## config.mk

```make
export PLATFORM = sky130hd
export DESIGN_NAME = mdr_ctrl
export DESIGN_NICKNAME = d
export VERILOG_FILES = /design/src/include/mdr_pkg.sv /design/src/rtl/mdr_refresh_timer.sv /design/src/rtl/mdr_ctrl.sv
export VERILOG_INCLUDE_DIRS = /design/src /design/src/include
export SDC_FILE = /design/constraint.sdc
export NUM_CORES = 1
export LEC_CHECK = 0
export BUFFER_PORTS_ARGS = -buffer_cell sky130_fd_sc_hd__buf_2
export CORE_ASPECT_RATIO = 1.4
export CORE_MARGIN = 10
export CORE_UTILIZATION = 60
export DETAILED_ROUTE_END_ITERATION = 10
export MAX_ROUTING_LAYER = met4
export PLACE_DENSITY = 0.78
export SYNTH_ARGS = -nofsm -noshare
export SYNTH_HDL_FRONTEND = slang
export SYNTH_SLANG_ARGS = --single-unit
export TNS_END_PERCENT = 100
```

## constraint.sdc

```tcl
create_clock -name clk -period 3.7 [get_ports clk]
set_input_delay 0.37 -clock clk [delete_from_list [all_inputs] [get_ports clk]]
set_output_delay 0.37 -clock clk [all_outputs]
set_load 0.02 [all_outputs]
```

## src/include/mdr_cfg.svh

```systemverilog
// timing, layout and refresh constants for the muxed-address dram controller
// Overview of operation
// - Twelve address bits go out as five row bits, then seven column bits.
// - Row bits are stable before the row strobe rises and held afterwards.
// - Row strobe stays high while column bits are driven for the access.
// - The write strobe stays high through every read.
// - Latch hold control drops no earlier than latch setup after column valid.
// - Latch hold control drops before the address changes and the strobe falls.
// - Write strobe falls after address setup; address held after it rises.
// - Write pulse meets minimum width; data meets setup and hold at its rise.
// - A strobe pulse meeting active and recovery times refreshes the row.
// - Every row is refreshed within the refresh period.
`ifndef MDR_CFG_SVH
`define MDR_CFG_SVH

`define MDR_CLK_NS 4
`define MDR_ROW_BITS 5
`define MDR_COL_BITS 7
`define MDR_ROWS 32
`define MDR_SYNC_CYC 4

`define MDR_ROW_SETUP_NS 0
`define MDR_ROW_HOLD_NS 45
`define MDR_STROBE_ACTIVE_NS 140
`define MDR_STROBE_RECOVERY_NS 140
`define MDR_COL_ACCESS_NS 75
`define MDR_LATCH_SETUP_NS 75
`define MDR_WR_ADDR_SETUP_NS 35
`define MDR_WR_ADDR_HOLD_NS 5
`define MDR_WR_PULSE_NS 25
`define MDR_WR_DATA_SETUP_NS 45
`define MDR_WR_DATA_HOLD_NS 30
`define MDR_WR_STROBE_HOLD_NS 40
`define MDR_REFRESH_MS 2

`define MDR_CEIL_CYC(ns) (((ns) + `MDR_CLK_NS - 1) / `MDR_CLK_NS)
`define MDR_MAX(a, b) (((a) > (b)) ? (a) : (b))
`define MDR_MIN1(c) (((c) < 1) ? 1 : (c))

`define MDR_ROW_SETUP_CYC `MDR_MIN1(`MDR_CEIL_CYC(`MDR_ROW_SETUP_NS))
`define MDR_ROW_HOLD_CYC `MDR_CEIL_CYC(`MDR_ROW_HOLD_NS)
`define MDR_ACTIVE_CYC `MDR_CEIL_CYC(`MDR_STROBE_ACTIVE_NS)
`define MDR_RECOVERY_CYC `MDR_CEIL_CYC(`MDR_STROBE_RECOVERY_NS)
`define MDR_LATCH_CYC `MDR_MAX(`MDR_CEIL_CYC(`MDR_COL_ACCESS_NS), `MDR_CEIL_CYC(`MDR_LATCH_SETUP_NS))
`define MDR_WR_SETUP_CYC `MDR_CEIL_CYC(`MDR_WR_ADDR_SETUP_NS)
`define MDR_WR_PULSE_CYC `MDR_MAX(`MDR_CEIL_CYC(`MDR_WR_PULSE_NS), `MDR_CEIL_CYC(`MDR_WR_DATA_SETUP_NS))
`define MDR_WR_HOLD_CYC `MDR_MAX(`MDR_CEIL_CYC(`MDR_WR_ADDR_HOLD_NS), \
  `MDR_MAX(`MDR_CEIL_CYC(`MDR_WR_DATA_HOLD_NS), `MDR_CEIL_CYC(`MDR_WR_STROBE_HOLD_NS)))
`define MDR_REFRESH_CYC ((`MDR_REFRESH_MS * 1000000) / `MDR_CLK_NS)
`define MDR_REFRESH_GUARD 256

`endif

```

## src/include/mdr_pkg.sv

```systemverilog
// types shared by the dram controller modules
package mdr_pkg;

  typedef enum logic [3:0] {
    ST_IDLE, ST_ROW_SETUP, ST_ROW_HOLD, ST_COL_READ, ST_READ_SAMPLE,
    ST_WR_SETUP, ST_WR_PULSE, ST_WR_HOLD, ST_ACTIVE_END, ST_RECOVER
  } mdr_state_e;

  typedef struct packed {
    logic row_strobe;
    logic output_hold_ctl;
    logic select_a_n;
    logic select_b_n;
    logic write_n;
    logic [4:0] shared_addr_lines;
    logic [1:0] column_only_lines;
    logic data_in;
  } mdr_pins_s;

  typedef struct packed {
    logic write;
    logic [11:0] addr;
    logic wdata;
  } mdr_req_s;

  typedef struct packed {
    mdr_state_e state;
    logic [7:0] cnt;
    logic [7:0] act;
    mdr_pins_s pins;
    mdr_req_s cur;
    logic refresh;
    logic ref_pend;
    logic [4:0] ref_row;
    logic [2:0] sync;
    logic rd_filt;
    logic rsp_valid;
    logic rsp_data;
  } mdr_regs_s;

endpackage

```

## src/rtl/mdr_refresh_timer.sv

```systemverilog
// periodic per-row refresh request pulse
`timescale 1ns/1ns
module mdr_refresh_timer #(
  parameter int INTERVAL = 15000
) (
  // clock and reset
  input wire logic clk,
  input wire logic reset,
  // one-cycle request
  output logic tick
);
  localparam int W = $clog2(INTERVAL + 1);
  localparam logic [W-1:0] LAST = W'(INTERVAL - 1);

  logic [W-1:0] cnt_q;
  logic tick_q;

  always_ff @(posedge clk or posedge reset) begin
    if (reset) begin
      cnt_q <= '0;
      tick_q <= 1'b0;
    end else begin
      tick_q <= (cnt_q == LAST);
      cnt_q <= (cnt_q == LAST) ? '0 : cnt_q + W'(1);
    end
  end

  assign tick = tick_q;
endmodule

```

## src/rtl/mdr_ctrl.sv

```systemverilog
// host-side controller driving a 4k x 1 muxed-address dynamic memory
`timescale 1ns/1ns
`include "mdr_cfg.svh"
module mdr_ctrl #(
  parameter int REFRESH_CYC = `MDR_REFRESH_CYC,
  parameter int ROWS = `MDR_ROWS
) (
  // clock and reset
  input wire logic clk,
  input wire logic reset,
  // user request
  input wire logic req_valid,
  output logic req_ready,
  input wire logic req_write,
  input wire logic [11:0] req_addr,
  input wire logic req_wdata,
  // user response
  output logic rsp_valid,
  output logic rsp_data,
  // memory pins
  output logic row_strobe,
  output logic output_hold_ctl,
  output logic select_a_n,
  output logic select_b_n,
  output logic write_n,
  output logic [4:0] shared_addr_lines,
  output logic [1:0] column_only_lines,
  output logic data_in,
  input wire logic data_out
);
  localparam int ROW_INTERVAL = REFRESH_CYC / ROWS - `MDR_REFRESH_GUARD;
  localparam logic [7:0] C_SETUP = 8'(`MDR_ROW_SETUP_CYC);
  localparam logic [7:0] C_HOLD = 8'(`MDR_ROW_HOLD_CYC);
  localparam logic [7:0] C_ACTIVE = 8'(`MDR_ACTIVE_CYC);
  localparam logic [7:0] C_RECOV = 8'(`MDR_RECOVERY_CYC);
  localparam logic [7:0] C_LATCH = 8'(`MDR_LATCH_CYC);
  localparam logic [7:0] C_SYNC = 8'(`MDR_SYNC_CYC);
  localparam logic [7:0] C_WSETUP = 8'(`MDR_WR_SETUP_CYC);
  localparam logic [7:0] C_WPULSE = 8'(`MDR_WR_PULSE_CYC);
  localparam logic [7:0] C_WHOLD = 8'(`MDR_WR_HOLD_CYC);

  mdr_pkg::mdr_regs_s q, d;
  logic tick;

  function automatic logic [4:0] row_of(input logic [11:0] a);
    row_of = a[11:7];
  endfunction

  function automatic logic [6:0] col_of(input logic [11:0] a);
    col_of = a[6:0];
  endfunction

  function automatic logic done(input logic [7:0] cnt, input logic [7:0] n);
    done = (cnt >= n - 8'd1);
  endfunction

  mdr_refresh_timer #(
    .INTERVAL(ROW_INTERVAL)
  ) u_timer (
    .clk(clk),
    .reset(reset),
    .tick(tick)
  );

  ////////////////////////////////////////////////////////////////////////////
  // next state

  always_comb begin
    d = q;
    d.cnt = q.cnt + 8'd1;
    d.act = (q.act == 8'hff) ? q.act : q.act + 8'd1;
    d.rsp_valid = 1'b0;
    d.sync = {q.sync[1:0], data_out};
    // a change counts once second and third stage agree
    if (q.sync[1] == q.sync[2]) begin
      d.rd_filt = q.sync[2];
    end
    d.ref_pend = q.ref_pend | tick;
    case (q.state)
      mdr_pkg::ST_IDLE: begin
        d.cnt = 8'd0;
        if (q.ref_pend) begin
          d.refresh = 1'b1;
          d.pins.shared_addr_lines = q.ref_row;
          d.state = mdr_pkg::ST_ROW_SETUP;
        end else if (req_valid) begin
          d.refresh = 1'b0;
          d.cur = {req_write, req_addr, req_wdata};
          d.pins.shared_addr_lines = row_of(req_addr);
          d.state = mdr_pkg::ST_ROW_SETUP;
        end
      end
      mdr_pkg::ST_ROW_SETUP: begin
        if (done(q.cnt, C_SETUP)) begin
          d.pins.row_strobe = 1'b1;
          d.act = 8'd0;
          d.cnt = 8'd0;
          d.state = mdr_pkg::ST_ROW_HOLD;
        end
      end
      mdr_pkg::ST_ROW_HOLD: begin
        if (done(q.cnt, C_HOLD)) begin
          d.cnt = 8'd0;
          if (q.refresh) begin
            d.state = mdr_pkg::ST_ACTIVE_END;
          end else begin
            {d.pins.column_only_lines, d.pins.shared_addr_lines} = col_of(q.cur.addr);
            d.pins.select_a_n = 1'b0;
            d.pins.select_b_n = 1'b0;
            d.pins.data_in = q.cur.wdata;
            d.state = q.cur.write ? mdr_pkg::ST_WR_SETUP : mdr_pkg::ST_COL_READ;
          end
        end
      end
      mdr_pkg::ST_COL_READ: begin
        if (done(q.cnt, C_LATCH)) begin
          d.pins.output_hold_ctl = 1'b0;
          d.cnt = 8'd0;
          d.state = mdr_pkg::ST_READ_SAMPLE;
        end
      end
      mdr_pkg::ST_READ_SAMPLE: begin
        if (done(q.cnt, C_SYNC)) begin
          d.rsp_valid = 1'b1;
          d.rsp_data = q.rd_filt;
          d.pins.select_a_n = 1'b1;
          d.pins.select_b_n = 1'b1;
          d.state = mdr_pkg::ST_ACTIVE_END;
        end
      end
      mdr_pkg::ST_WR_SETUP: begin
        if (done(q.cnt, C_WSETUP)) begin
          d.pins.write_n = 1'b0;
          d.cnt = 8'd0;
          d.state = mdr_pkg::ST_WR_PULSE;
        end
      end
      mdr_pkg::ST_WR_PULSE: begin
        if (done(q.cnt, C_WPULSE)) begin
          d.pins.write_n = 1'b1;
          d.cnt = 8'd0;
          d.state = mdr_pkg::ST_WR_HOLD;
        end
      end
      mdr_pkg::ST_WR_HOLD: begin
        if (done(q.cnt, C_WHOLD)) begin
          d.rsp_valid = 1'b1;
          d.rsp_data = q.cur.wdata;
          d.pins.select_a_n = 1'b1;
          d.pins.select_b_n = 1'b1;
          d.state = mdr_pkg::ST_ACTIVE_END;
        end
      end
      mdr_pkg::ST_ACTIVE_END: begin
        if (q.act >= C_ACTIVE - 8'd1) begin
          d.pins.row_strobe = 1'b0;
          d.cnt = 8'd0;
          d.state = mdr_pkg::ST_RECOVER;
          if (q.refresh) begin
            d.ref_row = q.ref_row + 5'd1;
            d.ref_pend = tick; // set wins over clear
          end
        end
      end
      mdr_pkg::ST_RECOVER: begin
        if (done(q.cnt, C_RECOV)) begin
          d.pins.output_hold_ctl = 1'b1;
          d.state = mdr_pkg::ST_IDLE;
        end
      end
      default: begin
        d.state = mdr_pkg::ST_IDLE;
      end
    endcase
  end

  always_ff @(posedge clk or posedge reset) begin
    if (reset) begin
      q <= '{state: mdr_pkg::ST_IDLE, cnt: 8'h00, act: 8'h00,
             pins: '{row_strobe: 1'b0, output_hold_ctl: 1'b1, select_a_n: 1'b1, select_b_n: 1'b1,
                     write_n: 1'b1, shared_addr_lines: 5'h00, column_only_lines: 2'h0, data_in: 1'b0},
             cur: '0, refresh: 1'b0, ref_pend: 1'b0, ref_row: 5'h00, sync: 3'h0, rd_filt: 1'b0,
             rsp_valid: 1'b0, rsp_data: 1'b0};
    end else begin
      q <= d;
    end
  end

  assign req_ready = (q.state == mdr_pkg::ST_IDLE) && !q.ref_pend;
  assign rsp_valid = q.rsp_valid;
  assign rsp_data = q.rsp_data;
  assign row_strobe = q.pins.row_strobe;
  assign output_hold_ctl = q.pins.output_hold_ctl;
  assign select_a_n = q.pins.select_a_n;
  assign select_b_n = q.pins.select_b_n;
  assign write_n = q.pins.write_n;
  assign shared_addr_lines = q.pins.shared_addr_lines;
  assign column_only_lines = q.pins.column_only_lines;
  assign data_in = q.pins.data_in;

  ////////////////////////////////////////////////////////////////////////////
  // assertions and their helper counters

  logic [7:0] hi_cnt, lo_cnt, col_age;
  logic col_phase;
  assign col_phase = q.state inside {mdr_pkg::ST_COL_READ, mdr_pkg::ST_READ_SAMPLE,
                                     mdr_pkg::ST_WR_SETUP, mdr_pkg::ST_WR_PULSE, mdr_pkg::ST_WR_HOLD};

  always_ff @(posedge clk or posedge reset) begin
    if (reset) begin
      hi_cnt <= 8'h00;
      lo_cnt <= 8'hff; // long idle before the first strobe
      col_age <= 8'h00;
    end else begin
      hi_cnt <= !row_strobe ? 8'h00 : (hi_cnt == 8'hff ? hi_cnt : hi_cnt + 8'd1);
      lo_cnt <= row_strobe ? 8'h00 : (lo_cnt == 8'hff ? lo_cnt : lo_cnt + 8'd1);
      col_age <= !col_phase ? 8'h00 : (col_age == 8'hff ? col_age : col_age + 8'd1);
    end
  end
endmodule

```

==> results.md <==
- Initial antenna violation count: 0
- Avg WL per Cell: between 15 and 20 µm
- Final setup violation count: 0
- Remaining DRCs: 0
- Initial DRT Pass Iterations: 4
- I/O pin count: 34
- Placed cell areas: 3640 µm²
- Aggregate routed wire length: 6940 µm
- Worst vdd rail ir drop: about 0.36 mV
- Share of the synthesized area in the top cell type: 47.4%
- CP max FO: 16
- Most frequent cells in the layout: sky130_fd_sc_hd__dfrtp_1, sky130_fd_sc_hd__buf_2, sky130_fd_sc_hd__nor2_1, sky130_fd_sc_hd__nand2_1, sky130_fd_sc_hd__mux2_2
- Area enclosed by the die boundary: between 9000 and 10000 µm²
- Combinational share of power: ~2%
- Post-synth net total: around 360
- Post-route setup TNS: 0 ps
- Final hold violation count: 0
- Minimum clock period after layout: 2480 ps
- Worst skew pair latency: about 350 ps
- Clock Skew: around 9.4 ps
- Starting utilization of the core area: between 60% and 70%
- Maximum number of pins on one net before global-route repair: 49
- Transition at the pin with the smallest max-transition slack: 836 ps
- Number of unique standard cell types used by synthesis: 50
- # nets final: 387
- Number of max-cap violations: 0
- Share of power burned in registers: about half
- Number of vias in the routed layout: between 2000 and 3000
- PD cells: 381 nW/µm²
- Clock-pin slew on the worst setup and hold paths: 80 ps
- Min-delay worst type: input pin to asynchronous set/reset pin
- Global router's overall resource usage: between 15 and 20%
- Share of synthesized area occupied by flip-flops and latches: 49.7%
- TritonCTS clock tree: yes
- Ratio of cells with drive above 1 in the final layout: 22.5%
- Area of the placeable core: ~5600 µm²
- Worst setup SP type: flip-flop
- GPL Wtd Cong: 0.828
- Die H: between 100 and 150 µm
- Post-synthesis cell area: around 3500 µm²
- First-pass GRT wire length: 12000 µm
- Setup repair after global routing missed its margin: no
- Area Growth Syn to Fin: 11.1%
- Yosys reg bits: 69
- Total leakage power: between 1.5 and 2 nW
- Number of buffers inserted by post-CTS setup repair: 0
- Ant. Diodes: 0
- Total number of placement rows: 32
- H-tree Lvls: 3
- Synthesis warning total: 0
- Net switching power of the design: a little over 300 µW
- Most frequently used flop master after synthesis: sky130_fd_sc_hd__dfrtp_1
- Worst Setup End Kind: flip-flop
- Result of the run: finished clean
- Post-DP HPWL: roughly 5000 µm
- Data arrival time of the worst path: 2710 ps
- Starting DRT DRC Count: approximately 170
- Asr flop ratio synth: 100%
- Hold Buf Count CTS: 0
- Maximum buffer depth of the clock tree: 2
- Part of the total power dissipated in the clock network: 46.5%
- Internal Pwr Total: about 1.2 mW
- Most area-hungry cell type in the Yosys netlist: sky130_fd_sc_hd__dfrtp_1
- Root buffer selected by CTS: sky130_fd_sc_hd__clkbuf_8
- Fin crit share: 67.1%
- Port bufs: 33
- TritonCTS Buffers: 9
- Number of instances in the synthesized netlist: 332
- Slew margin rel.: 43.8%
- Required time of the critical path: around 3900 ps
- Leading cell type in the layout, fill and taps excluded: sky130_fd_sc_hd__dfrtp_1
- Sink count of the clock tree: 69
- Setup Crit Path Kind: flip-flop to flip-flop
- Leading post-synthesis cells by cell area: sky130_fd_sc_hd__dfrtp_1, sky130_fd_sc_hd__mux2_2, sky130_fd_sc_hd__ha_1, sky130_fd_sc_hd__xor2_1, sky130_fd_sc_hd__xnor2_1
- Peak clock frequency supported by timing: ~400 MHz
- Vias in the first global route: 2568
- Post-Syn Area per Cell: around 10 µm²
- Number of flops mapped to enable cells by yosys: 0
- Detail-routed via count per cell: about 6
- GRT Residual Overflow: 0
- Floorplan die width: 84.4 µm
- Fin area: 3870 µm²
- Resized cells post-CTS: 0
- Number of pins with negative max-slew slack in the final report: 0
- Switching portion of total power: between 20% and 30%
- Count of nets left with antenna violations after detail routing: 0
[synth_stat cells (all sizes together) (4+ instances only)]
| cell | count |
|---|---|
| nand4 | 5 |
| o21ai | 13 |
| nand2 | 21 |
| a221oi | 5 |
| and2 | 4 |
| nor3 | 7 |
| inv | 17 |
| a21oi | 13 |
| nand3 | 15 |
| mux2 | 18 |
| dfrtp | 66 |
| xor2 | 12 |
| nor4 | 4 |
| nor2 | 24 |
| ha | 9 |
| xnor2 | 11 |
| buf | 10 |
| a31oi | 8 |
| clkbuf | 7 |
| and3 | 13 |
| a21o | 5 |
| nor2b | 5 |
[critical path, cell delays in order (launching register included)]
cell and delay (ps):
sky130_fd_sc_hd__dfrtp_1 610, sky130_fd_sc_hd__or4b_1 640, sky130_fd_sc_hd__a211oi_4 570, sky130_fd_sc_hd__a21oi_4 130
sky130_fd_sc_hd__a221oi_1 330, sky130_fd_sc_hd__a21oi_1 80
[stage by stage]
stage	total power [mW]	hold slack, ps	instances	util, %	setup slack (ps)
2_1_floorplan	0.788	331	332	-	1600
3_3_place_gp	0.802	337	417	65.5	1400
3_5_place_dp	0.803	342	417	65.5	1310
4_1_cts	1.48	20.3	433	69.5	1230
5_1_grt	1.52	45.6	433	69.5	1090
6_report	1.47	18.5	433	69.5	1220
[area by class of cell]
type	count	area [µm²]
Multi-Input combinational cell	229	1590
Fill cell	452	1700
Timing Repair Buffer	34	173
Clock inverter	6	86.3
Clock buffer	10	138
Inverter	17	63.8
Tap cell	68	85.1
Sequential cell	69	1730
[flip-flops by register name, indices dropped and copies added (netlist names)]
signal,count
d,2
q,38
column_only_lines,2
write_n,1
data_in,1
select_a_n,1
rsp_data,1
shared_addr_lines,5
row_strobe,1
u_timer.cnt_q,14
output_hold_ctl,1
rsp_valid,1
u_timer.tick,1
[cells by family after synthesis]
kind of cell	count (synthesis)	synth area share [%]
compound gates	56	11.1
xor+xnor	23	5.78
fa+ha+maj	10	3.52
buf+inv	34	4.60
flops	69	49.7
mux	18	5.82
simple gates	122	19.5
[power groups by stage]
| stage | combinational [mW] | sequential (mW) | clock, mW |
|---|---|---|---|
| finish | 0.0293 | 0.758 | 0.685 |
| CTS | 0.0306 | 0.758 | 0.693 |
| global route | 0.0340 | 0.758 | 0.727 |
| floorplan | 0.0154 | 0.772 | 0 |
| detailed placement | 0.0305 | 0.773 | 0 |
| global placement | 0.0299 | 0.772 | 0 |
[metal layers]
metal / GRT usage [%] / vias up / share of wire [%] / routed length [µm]
met4: 7.55 / 0 / 1.7 / 121
met5: - / - / 0 / 0
met3: 3.89 / 15 / 4.2 / 291
li1: - / 1229 / - / -
met1: 18.0 / 1269 / 42 / 2950
met2: 26.6 / 55 / 52 / 3580
[worst paths after layout]
kind / end / slack [ps] / cells after the start / from
max: shared_addr_lines[2]$_DFFE_PP0P_ / 1220 / 5 / q[57]$_DFFE_PP0P_
min: u_timer.cnt_q[8]$_DFF_PP0_ / 20 / 2 / reset
max reg2reg: shared_addr_lines[2]$_DFFE_PP0P_ / 1220 / 5 / q[57]$_DFFE_PP0P_
min reg2reg: d[5]$_DFF_PP0_ / 360 / 0 / d[4]$_DFF_PP0_
max in group asynchronous: q[52]$_DFF_PP0_ / 2730 / 3 / reset
min in group clk: d[4]$_DFF_PP0_ / 130 / 1 / data_out
Note: power is estimated with default switching activity, not from simulation.
